$ cat src/cifu_pkg.sv
// Register map, field layout and encodings of the codec interrupt flag unit
package cifu_pkg;

	// ----------------------------------------------------------------
	// Register offsets
	// ----------------------------------------------------------------
	localparam logic [7:0] CIFU_ADDR_CONTROL = 8'h1e;
	localparam logic [7:0] CIFU_ADDR_MASK1 = 8'h1f;
	localparam logic [7:0] CIFU_ADDR_MASK2 = 8'h20;
	localparam logic [7:0] CIFU_ADDR_FLAGS1 = 8'h21;
	localparam logic [7:0] CIFU_ADDR_FLAGS2 = 8'h22;

	// ----------------------------------------------------------------
	// Control register fields
	// ----------------------------------------------------------------
	localparam int CIFU_CTL_MODE_BIT = 7;
	localparam int CIFU_CTL_STYLE_HI = 6;
	localparam int CIFU_CTL_STYLE_LO = 5;
	localparam logic [7:0] CIFU_CTL_USED = 8'he0;
	localparam logic [7:0] CIFU_CTL_RESET = 8'h00;

	// ----------------------------------------------------------------
	// Mask and flag register fields
	// ----------------------------------------------------------------
	localparam int CIFU_BIT_TEST = 7;
	localparam int CIFU_BIT_SERIAL = 6;
	localparam int CIFU_BIT_CLOCK = 5;
	localparam int CIFU_BIT_ADC_LO = 0;
	localparam logic [7:0] CIFU_REG1_USED = 8'hef;
	localparam logic [7:0] CIFU_REG2_USED = 8'h1f;
	localparam int CIFU_BIT_DAC_LO = 0;
	localparam logic [7:0] CIFU_MASK_RESET = 8'hff;
	localparam logic [7:0] CIFU_ZERO = 8'h00;
	localparam logic [7:0] CIFU_ALL = 8'hff;

	// ----------------------------------------------------------------
	// Interrupt pin style
	// ----------------------------------------------------------------
	typedef enum logic [1:0] {
		CIFU_STYLE_HIGH = 2'h0,
		CIFU_STYLE_LOW = 2'h1,
		CIFU_STYLE_DRAIN = 2'h2,
		CIFU_STYLE_RSVD = 2'h3
	} cifu_style_e;

	localparam logic CIFU_MODE_AUTO = 1'b0;

endpackage : cifu_pkg

$ cat src/cifu_irq_unit.sv
// Interrupt flag unit: sticky error flags, masks and the interrupt pin
// What this block does
// [RULE1] Mode bit 0: reading a set flag sets its matching mask bit.
// [RULE2] Mode bit 1: reads leave masks alone; only writes change them.
// [RULE3] Pin style 00 active high, 01 active low, 10 open-drain low.
// [RULE4] Control register: mode bit 7, pin style bits 6..5, rest reserved.
// [RULE5] Test mode entry by a control write raises the test error.
// [RULE6] Format or speed change while powered up raises serial port error.
// [RULE7] Clock ratio change while powered up raises serial and clock errors.
// [RULE8] First mask: test 7, serial 6, clock 5, ADC overflow 3..0.
// [RULE9] Mask bit 0 lets the event drive the pin, 1 blocks it.
// [RULE10] Second mask holds DAC clip masks in bits 4..0.
// [RULE11] First flag register read-only, same layout as first mask.
// [RULE12] Second flag register read-only, DAC clip flags bits 4..0.
// [RULE13] Each flag is sticky until cleared.
// [RULE14] Reading a flag register clears it; events during the read survive.
// [RULE15] Pin asserted while any unmasked flag is set.
`timescale 1ns/1ps
`default_nettype none

module cifu_irq_unit
	import cifu_pkg::*;
#(
	parameter int ADC_CHANNELS = 4,
	parameter int DAC_CHANNELS = 5
) (
	// Clock and reset
	input wire logic clk,
	input wire logic sys_rst,
	// Register port from the control port
	input wire logic [7:0] reg_addr,
	input wire logic reg_wr,
	input wire logic [7:0] reg_wdata,
	input wire logic reg_rd,
	output logic [7:0] reg_rdata,
	// Event sources
	input wire logic test_entry_write,
	input wire logic ratio_change,
	input wire logic [ADC_CHANNELS-1:0] adc_overflow_flag,
	input wire logic [DAC_CHANNELS-1:0] dac_clipping_flag,
	// Configuration watched for serial port errors
	input wire logic [1:0] serial_frame_format,
	input wire logic [1:0] speed_mode,
	input wire logic [ADC_CHANNELS-1:0] adc_powerdown_bit,
	input wire logic [DAC_CHANNELS-1:0] dac_powerdown_bit,
	// Interrupt pin
	output logic irq_pin_out,
	output logic irq_pin_oe_n
);

	// ----------------------------------------------------------------
	// Parameter check
	// ----------------------------------------------------------------
	if (ADC_CHANNELS < 1 || ADC_CHANNELS > 4 || DAC_CHANNELS < 1 || DAC_CHANNELS > 5) begin : g_chk
		$error("cifu_irq_unit: channel counts out of range");
	end

	// ----------------------------------------------------------------
	// State
	// ----------------------------------------------------------------
	logic [7:0] ctl_reg;
	logic [7:0] mask1_reg;
	logic [7:0] mask2_reg;
	logic [7:0] flags1_reg;
	logic [7:0] flags2_reg;
	logic [7:0] rdata_reg;
	logic pin_reg;
	logic oe_n_reg;
	logic [1:0] fmt_prev_reg;
	logic [1:0] speed_prev_reg;
	logic primed_reg;

	// ----------------------------------------------------------------
	// Decode
	// ----------------------------------------------------------------
	wire logic wr_ctl = reg_wr && (reg_addr == CIFU_ADDR_CONTROL);
	wire logic wr_mask1 = reg_wr && (reg_addr == CIFU_ADDR_MASK1);
	wire logic wr_mask2 = reg_wr && (reg_addr == CIFU_ADDR_MASK2);
	wire logic rd_flags1 = reg_rd && (reg_addr == CIFU_ADDR_FLAGS1);
	wire logic rd_flags2 = reg_rd && (reg_addr == CIFU_ADDR_FLAGS2);
	wire logic auto_mode = (ctl_reg[CIFU_CTL_MODE_BIT] == CIFU_MODE_AUTO);
	wire cifu_style_e style = cifu_style_e'(ctl_reg[CIFU_CTL_STYLE_HI:CIFU_CTL_STYLE_LO]);

	// ----------------------------------------------------------------
	// Event detection
	// ----------------------------------------------------------------
	wire logic powered_down = (&adc_powerdown_bit) && (&dac_powerdown_bit);
	wire logic cfg_change = primed_reg && ((serial_frame_format != fmt_prev_reg) ||
		(speed_mode != speed_prev_reg));
	wire logic ratio_fault = ratio_change && !powered_down; // RULE7
	wire logic serial_fault = (cfg_change && !powered_down) || ratio_fault; // RULE6 RULE7

	logic [7:0] ev1;
	logic [7:0] ev2;
	always_comb begin
		ev1 = CIFU_ZERO;
		ev2 = CIFU_ZERO;
		ev1[CIFU_BIT_TEST] = test_entry_write; // RULE5
		ev1[CIFU_BIT_SERIAL] = serial_fault; // RULE6
		ev1[CIFU_BIT_CLOCK] = ratio_fault; // RULE7
		ev1[CIFU_BIT_ADC_LO +: ADC_CHANNELS] = adc_overflow_flag; // RULE11
		ev2[CIFU_BIT_DAC_LO +: DAC_CHANNELS] = dac_clipping_flag; // RULE12
	end

	// ----------------------------------------------------------------
	// Flags: set wins over read clear
	// ----------------------------------------------------------------
	wire logic [7:0] clr1 = rd_flags1 ? CIFU_ALL : CIFU_ZERO;
	wire logic [7:0] clr2 = rd_flags2 ? CIFU_ALL : CIFU_ZERO;
	wire logic [7:0] flags1_next = ((flags1_reg & ~clr1) | ev1) & CIFU_REG1_USED; // RULE13 RULE14
	wire logic [7:0] flags2_next = ((flags2_reg & ~clr2) | ev2) & CIFU_REG2_USED; // RULE13 RULE14

	// ----------------------------------------------------------------
	// Masks: write, or auto-set on read in mode 0
	// ----------------------------------------------------------------
	wire logic [7:0] auto1 = (rd_flags1 && auto_mode) ? flags1_reg : CIFU_ZERO; // RULE1 RULE2
	wire logic [7:0] auto2 = (rd_flags2 && auto_mode) ? flags2_reg : CIFU_ZERO; // RULE1 RULE2
	wire logic [7:0] mask1_next = wr_mask1 ? (reg_wdata & CIFU_REG1_USED) :
		(mask1_reg | auto1); // RULE8
	wire logic [7:0] mask2_next = wr_mask2 ? (reg_wdata & CIFU_REG2_USED) :
		(mask2_reg | auto2); // RULE10
	wire logic [7:0] ctl_next = wr_ctl ? (reg_wdata & CIFU_CTL_USED) : ctl_reg; // RULE4

	// ----------------------------------------------------------------
	// Pin drive
	// ----------------------------------------------------------------
	wire logic raise = |((flags1_next & ~mask1_next) | (flags2_next & ~mask2_next)); // RULE9 RULE15
	wire cifu_style_e style_next = cifu_style_e'(ctl_next[CIFU_CTL_STYLE_HI:CIFU_CTL_STYLE_LO]);
	wire logic low_active = (style_next == CIFU_STYLE_LOW) || (style_next == CIFU_STYLE_DRAIN);
	wire logic pin_next = low_active ? !raise : raise; // RULE3
	wire logic oe_n_next = (style_next == CIFU_STYLE_DRAIN) && !raise; // RULE3

	// ----------------------------------------------------------------
	// Read data
	// ----------------------------------------------------------------
	wire logic [7:0] rd_mux =
		(reg_addr == CIFU_ADDR_CONTROL) ? ctl_reg :
		(reg_addr == CIFU_ADDR_MASK1) ? mask1_reg :
		(reg_addr == CIFU_ADDR_MASK2) ? mask2_reg :
		(reg_addr == CIFU_ADDR_FLAGS1) ? flags1_reg :
		(reg_addr == CIFU_ADDR_FLAGS2) ? flags2_reg : CIFU_ZERO;
	wire logic [7:0] rdata_next = reg_rd ? rd_mux : rdata_reg;

	// ----------------------------------------------------------------
	// Registers
	// ----------------------------------------------------------------
	always_ff @(posedge clk or posedge sys_rst) begin
		if (sys_rst) begin
			ctl_reg <= CIFU_CTL_RESET;
			mask1_reg <= CIFU_MASK_RESET & CIFU_REG1_USED;
			mask2_reg <= CIFU_MASK_RESET & CIFU_REG2_USED;
			flags1_reg <= CIFU_ZERO;
			flags2_reg <= CIFU_ZERO;
			rdata_reg <= CIFU_ZERO;
		end else begin
			ctl_reg <= ctl_next;
			mask1_reg <= mask1_next;
			mask2_reg <= mask2_next;
			flags1_reg <= flags1_next;
			flags2_reg <= flags2_next;
			rdata_reg <= rdata_next;
		end
	end

	always_ff @(posedge clk or posedge sys_rst) begin
		if (sys_rst) begin
			pin_reg <= 1'b0;
			oe_n_reg <= 1'b0;
			fmt_prev_reg <= 2'h0;
			speed_prev_reg <= 2'h0;
			primed_reg <= 1'b0;
		end else begin
			pin_reg <= pin_next;
			oe_n_reg <= oe_n_next;
			fmt_prev_reg <= serial_frame_format;
			speed_prev_reg <= speed_mode;
			primed_reg <= 1'b1;
		end
	end

	assign reg_rdata = rdata_reg;
	assign irq_pin_out = pin_reg;
	assign irq_pin_oe_n = oe_n_reg;
endmodule : cifu_irq_unit

`default_nettype wire

$ cat config.mk
export PLATFORM = sky130hd
export DESIGN_NAME = cifu_irq_unit
export DESIGN_NICKNAME = d
export VERILOG_FILES = /design/src/cifu_pkg.sv /design/src/cifu_irq_unit.sv
export SDC_FILE = /design/constraint.sdc
export NUM_CORES = 1
export LEC_CHECK = 0
export ABC_AREA = 1
export BUFFER_PORTS_ARGS = -buffer_cell sky130_fd_sc_hd__buf_2
export CELL_PAD_IN_SITES_DETAIL_PLACEMENT = 1
export CELL_PAD_IN_SITES_GLOBAL_PLACEMENT = 1
export CORE_ASPECT_RATIO = 0.9
export CORE_UTILIZATION = 42
export DETAILED_ROUTE_END_ITERATION = 8
export PLACE_DENSITY = 0.89
export SYNTH_ARGS = -nofsm -noshare
export SYNTH_HDL_FRONTEND = slang
export SYNTH_SLANG_ARGS = --single-unit
$ cat constraint.sdc
create_clock -name clk -period 3.6 [get_ports clk]
set_clock_uncertainty 0.2 [all_clocks]
set_input_delay 0.18 -clock clk [delete_from_list [all_inputs] [get_ports clk]]
set_output_delay 0.18 -clock clk [all_outputs]
set_load 0.02 [all_outputs]
==> flow_summary_export.csv, run 1 <==
group,metric,value,unit
critical_path,startpoint,"reg_addr[0]",
clock_network,clockBufferDepth,2,
placement,portBuffers,53,
drt,drc_errors,0,
clock_network,h-tree-depth,2,
synthesis,ys_seq_area_share,46.37,%
global_route,grt_pass1_wl,12610,µm
critical_path,end_kind,"flip-flop",
synthesis,synth.most_common_cell,"nand2_1",
synthesis,synthAdderAreaFrac,0.4975,%
synthesis,muxShareOfSynthArea,0,%
power,leakagePower,1.758,nW
global_route,grtUsageTotal,26.36,%
power,ir_drop,0.0002329,V
drt,avgViaCountPerCell,5.216,
critical_path,start_kind,"primary input",
timing,relSlewSlack,40.79,%
synthesis,synth_largest_area_cell,"dfrtp_1",
synthesis,synth-simple-area-share,29.55,%
floorplan,core_area,5725,µm²
min_path,hold_path.class,"primary input to flip-flop",
critical_path,crit_buf_inv,1,
placement,gp_congestion,0.7913,
synthesis,synth_ff_type,"dfrtp_1",
power,cellPowerDensity,359.8,nW/µm²
synthesis,synth-compound-area-share,10.40,%
clock_network,cts-root-buf,"clkbuf_8",
timing,slew_violations,0,
cells_and_area,syn_to_final_growth,25.22,%
drt,dr.first_iter.drc_count,81,
run,cap_viol_max_count,0,
drt,drtAntennaViolNets,0,
critical_path,critPathMaxStageDelay,0.68,ns
placement,dpl.hpwl,5222,µm
synthesis,synth_warnings,0,
global_route,grt-ovfl-total,0,
outcome,status,"complete, no violations",
floorplan,fp.dieH,75.41,µm
min_path,min-delay-start,"reg_wdata[7]",
clock_network,numCtsBuffers,5,
clock_network,cts_tree,"built",
timing,fmax,479.5,MHz
critical_path,crit_chain,"buf_2 -> nor2_1 -> nand2_1 -> nor2_1 -> a21oi_1 -> nand2_1 -> nand2_1 -> nand2_1 -> nand2_1 -> nor2_2 -> nand3_2 -> nand2_1 -> nand2_1",
timing,worst_pin_slew,0.8849,ns
global_route,grt_pass1_vias,2564,
floorplan,start_util,43.92,%
floorplan,io_pins,54,
critical_path,slowest_stage,"nor2_1",
drt,vias,2420,
synthesis,async_flop_share,100.0,%
clock_network,cts_sinks,46,
synthesis,synth-xor-area-share,1.393,%
timing,min_period,2.086,ns
synthesis,synth_cell_type_count,38,
timing,period_share,57.93,%
synthesis,synthTopCellsByCount,"nand2_1, inv_1, dfrtp_1",
critical_path,timing_worst_setup_path_type,"primary input to flip-flop",
global_route,grt_max_degree,47,
synthesis,syn_avg_cell_area,7.884,µm²
synthesis,synth_area,2515,µm²
critical_path,crit_arrival,2.11,ns
clock_network,clk_latency,0.32,ns
drt,dr.pass1.iters,4,
synthesis,synth_edf_count,0,
drt,routedWlPerCell,17.20,µm
cells_and_area,drive_gt1_share,24.87,%
critical_path,critPathMostFrequentCell,"nand2_1",
clock_network,clkTransAtPathRegs,0.11,ns
synthesis,synth_top_family_by_area,"simple AND/OR/NAND/NOR gates",
synthesis,post-synth-top-area-fraction,33.83,%
timing,finalSetupTns,0,ns
critical_path,reg2reg_from,"ctl_reg[7]",
floorplan,rows,26,
critical_path,cp_top_family,"simple AND/OR/NAND/NOR gates",
cells_and_area,finalNetCount,438,
synthesis,synth_nets,364,
floorplan,dieArea,6302,µm²
critical_path,critPathRequiredTime,3.62,ns
floorplan,dieWidth,83.57,µm
power,fin_total_pwr,1.133,mW
timing,rsz0062_at_grt,"false",
cells_and_area,antennaDiodeCount,0,
timing,finalHoldViolCount,0,
drt,routed_wirelength,7980,µm
timing,finalSetupViolations,0,
synthesis,synthCells,319,
synthesis,synthTopCellsByArea,"dfrtp_1, nand2_1, dfstp_2",
synthesis,ys_ff_latch,46,
clock_network,postCtsSetupBuffers,0,
global_route,grt_antenna_before_repair,0,
critical_path,cp_max_fo,11,
cells in the final DEF (no fill, tap or decap), types with 4 or more instances in the layout:
master         instances
nand4_1               13
nor2_4                 6
nor2_1                17
a21oi_1                8
nand2_1               98
o21ai_0               11
xor2_1                 4
dfstp_2               12
inv_1                 61
o21bai_1               7
dfrtp_1               34
nor2_2                 6
buf_2                 53
dlygate4sd3_1         20
clkbuf_8               5
path summary, 6_finish.rpt:
path / end / slack [ns] / cells after the start
worst max register to register: irq_pin_out / 1.62 / 10
worst min register to register: reg_rdata[0] / 0.29 / 2
min in group asynchronous: reg_rdata[4] / 0.33 / 4
max in group asynchronous: mask2_reg[7] / 2.43 / 4
worst max-delay path: irq_pin_out / 1.51 / 13
worst min-delay path: ctl_reg[7] / 0.004 / 3
routing by layer:
metal,part of all wire [%],track usage (%)
met1,42,31.02
met2,52,49.50
met3,4.1,4.117
met4,2.5,10.55
met5,0,0
report_power, final:
group,total [mW],switching [mW],internal [mW]
clock network,0.416,0.204,0.212
registers,0.559,0.0120,0.547
logic,0.158,0.0955,0.0620
worst min-delay path, stage by stage:
cell and delay (ns):
buf_2 0.08, inv_1 0.06, o21ai_0 0.15
area by class of cell:
type | instances | area (µm²)
fillers | 739 | 2576
flip-flops and latches | 46 | 1166
multi-input cells | 200 | 1056
repair buffers | 74 | 473.0
inverters | 66 | 250.2
well taps | 70 | 87.58
clock buffers | 5 | 68.82
clock inverters | 3 | 47.55
kinds of logic after synthesis:
logic type | Yosys count
flip-flops | 46
adder cells (fa/ha/maj) | 1
XOR/XNOR | 4
AO/OA/AOI/OAI | 40
AND/OR/NAND/NOR | 154
buffers and inverters | 73
other | 1
per-stage QoR:
step	util (%)	worst slack (ns)	instance area, µm²	hold WS (ns)	instances
after floorplan	-	1.806	2515	0.01143	319
after global placement	49.48	1.366	2833	0.1127	436
after detailed placement	49.48	1.260	2833	0.1162	436
after CTS	55.00	1.573	3149	0.0002002	464
after global routing	55.00	1.392	3149	0.02300	464
final	55.00	1.514	3149	0.004330	464
what timing repair did:
action,CTS,global route
hold endpoints to repair,55,0
resized for setup,0,0
hold buffers,20,0
Note: power is estimated with default switching activity, not from simulation.
==> run 2, diff against run 1 <==
--- a/config.mk
+++ b/config.mk
@@ -10,9 +10,9 @@
 export CELL_PAD_IN_SITES_DETAIL_PLACEMENT = 1
 export CELL_PAD_IN_SITES_GLOBAL_PLACEMENT = 1
 export CORE_ASPECT_RATIO = 0.9
-export CORE_UTILIZATION = 42
+export CORE_UTILIZATION = 39
 export DETAILED_ROUTE_END_ITERATION = 8
-export PLACE_DENSITY = 0.89
+export PLACE_DENSITY = 0.84
 export SYNTH_ARGS = -nofsm -noshare
 export SYNTH_HDL_FRONTEND = slang
 export SYNTH_SLANG_ARGS = --single-unit
==> constraint.sdc (replaced) <==
create_clock -name clk -period 2.1 [get_ports clk]
set_clock_uncertainty 0.2 [all_clocks]
set_input_delay 0.105 -clock clk [delete_from_list [all_inputs] [get_ports clk]]
set_output_delay 0.105 -clock clk [all_outputs]
set_load 0.02 [all_outputs]
==> run 2 against run 1 <==
Effect of this change: sequential cell count unchanged; clock power increased by 66%; critical path type unchanged; die area increased by 7.5%; first-iteration DRC count increased by 88%; final cell count increased by 7.1%.
==> flow_summary_export.csv, run 2 (synthesis gave the netlist of run 1 again) <==
group,metric,value,unit
outcome,status,"complete, no violations",
timing,relSlewSlack,59.87,%
placement,placedCellCount,464,
critical_path,critPathMostFrequentCell,"nand2_1",
drt,avgViaCountPerCell,4.932,
power,p_clk_share,35.7,%
cells_and_area,finalInstanceArea,3313,µm²
floorplan,start_util,40.68,%
critical_path,start_kind,"primary input",
drt,vias,2451,
power,cellPowerDensity,583.7,nW/µm²
drt,routed_wirelength,8121,µm
clock_network,clk_latency,0.30,ns
critical_path,critPathMaxStageDelay,0.52,ns
floorplan,dieWidth,86.65,µm
timing,rsz0062_at_grt,"false",
global_route,grt-ovfl-total,0,
cells_and_area,mostFrequentLayoutCell,"nand2_1",
drt,dr.pass1.iters,4,
timing,worst_pin_slew,0.6020,ns
global_route,grt_pass1_vias,2647,
clock_network,cts_resized,0,
timing,period_share,92.83,%
cells_and_area,regArea,1166,µm²
cells_and_area,layout_common_cells,"nand2_1, inv_1, buf_2",
placement,post-place-ws,-0.04107,ns
critical_path,critPathRequiredTime,2.10,ns
placement,portBuffers,53,
global_route,grt_pass1_wl,13230,µm
clock_network,h-tree-depth,2,
clock_network,cts_sinks,46,
min_path,holdPathStages,3,
power,power_frac_comb,14.7,%
power,leakagePower,1.827,nW
min_path,min-delay-start,"reg_wr",
cells_and_area,multiInputGateArea,1056,µm²
critical_path,r2r_end,"irq_pin_out",
timing,min_period,1.949,ns
placement,dpl.hpwl,5547,µm
timing,slew_violations,0,
critical_path,r2r_slack,0.26,ns
timing,finalHoldViolCount,0,
cells_and_area,fill_cells,780,
timing,finalSetupTns,0,ns
global_route,grt_max_degree,47,
clock_network,clkTransAtPathRegs,0.10,ns
power,seq_power_share,49.5,%
cells_and_area,finalNonFillerCells,497,
placement,gp_congestion,0.8479,
run,cap_viol_max_count,0,
clock_network,numCtsBuffers,5,
critical_path,crit_buf_inv,3,
power,ir_drop,0.0003665,V
drt,dr.first_iter.drc_count,152,
clock_network,clockBufferDepth,2,
clock_network,cts-root-buf,"clkbuf_8",
floorplan,dieArea,6774,µm²
min_path,hold_path_end,"ctl_reg[7]",
cells_and_area,final_core_util,53.59,%
critical_path,cp_top_family,"buffers and inverters",
floorplan,core_area,6182,µm²
timing,finalSetupViolations,0,
critical_path,slowest_stage,"dlygate4sd3_1",
critical_path,crit_arrival,1.95,ns
floorplan,rows,27,
min_path,hold_path.class,"primary input to flip-flop",
critical_path,crit_chain,"dlygate4sd3_1 -> buf_2 -> inv_1 -> nor2_8 -> o21bai_1 -> nand2_1 -> nand2_1 -> nor2_2 -> nand3_2 -> nand2_1 -> nand2_1",
cells_and_area,antennaDiodeCount,0,
critical_path,cp_max_fo,12,
critical_path,end_kind,"flip-flop",
power,p_sw,0.5237,mW
global_route,grt_antenna_before_repair,0,
power,p_sw_share,27.08,%
floorplan,fp.dieH,78.18,µm
drt,routedWlPerCell,16.34,µm
floorplan,io_pins,54,
cells_and_area,finalNetCount,454,
clock_network,postCtsSetupBuffers,0,
cells_and_area,syn_to_final_growth,31.74,%
timing,fmax,513.0,MHz
cells_and_area,drive_gt1_share,26.59,%
power,p_int,1.410,mW
critical_path,timing_worst_setup_path_type,"primary input to flip-flop",
drt,drc_errors,0,
global_route,grtUsageTotal,25.96,%
critical_path,reg2reg_from,"ctl_reg[7]",
timing,fin_ws,0.1506,ns
critical_path,reg2regPathDepth,11,
placement,place_area,2949,µm²
drt,drtAntennaViolNets,0,
clock_network,cts_tree,"built",
## run 2: cell count changes in the layout (fill, tap and decap cells not counted)
| cell | change |
|---|---|
| buf_12 | +1 |
| buf_4 | +10 |
| inv_6 | -2 |
| dlygate4sd3_1 | +5 |
| clkinvlp_4 | +2 |
## run 2: how the worst max path moves through the flow
stage | from | to | slack [ns] | cells past startpoint
3_3_place_gp | reg_addr[5] | irq_pin_out | 0.14 | 12
6_report | reg_rd | irq_pin_out | 0.15 | 11
2_1_floorplan | reg_addr[5] | irq_pin_out | 0.38 | 11
5_1_grt | reg_rd | irq_pin_out | 0.04 | 11
4_1_cts | reg_rd | irq_pin_out | 0.19 | 11
3_5_place_dp | reg_addr[5] | irq_pin_out | -0.04 | 12
## run 2: metrics by stage
| step | hold slack (ns) | total power [mW] |
|---|---|---|
| 3_3_place_gp | 0.03772 | 1.201 |
| 5_1_grt | 0.1010 | 2.005 |
| 6_report | 0.08310 | 1.934 |
| 4_1_cts | 0.05626 | 1.933 |
| 3_5_place_dp | 0.04092 | 1.214 |
| 2_1_floorplan | -0.06357 | 1.112 |
## run 2: what timing repair did
action | 4_1_cts | 5_1_grt
hold endpoints to repair | 65 | 0
hold buffers | 25 | 0
endpoints found under the setup margin | 0 | 0
## run 2: per-layer routing
metal / wire length (µm) / GRT usage [%] / share of wire [%]
met1: 3512 / 31.42 / 43
met2: 4143 / 47.54 / 51
met3: 325 / 4.206 / 4.0
met4: 139 / 6.833 / 1.7
met5: 0 / 0 / 0
## run 2: layout make-up
type	count	area share, %
Sequential cell	46	35.20
Multi-Input combinational cell	200	31.87
Tap cell	87	3.285
Clock buffer	5	2.077
Clock inverter	3	1.360
Inverter	66	7.553
Timing Repair Buffer	90	18.66
## run 2: power groups by stage
stage          sequential [mW]  combinational [mW]  clock [mW]
2_1_floorplan            0.971               0.141           0
3_3_place_gp             0.970               0.230           0
3_5_place_dp             0.973               0.241           0
4_1_cts                  0.957               0.279       0.697
5_1_grt                  0.961               0.317       0.727
6_report                 0.958               0.284       0.691
## run 2: worst register-to-register path, delay by kind of cell, from the launching register on
kind / cells / cell delay [ns]
simple gates: 9 / 0.85
flops: 1 / 0.41
buf+inv: 2 / 0.27
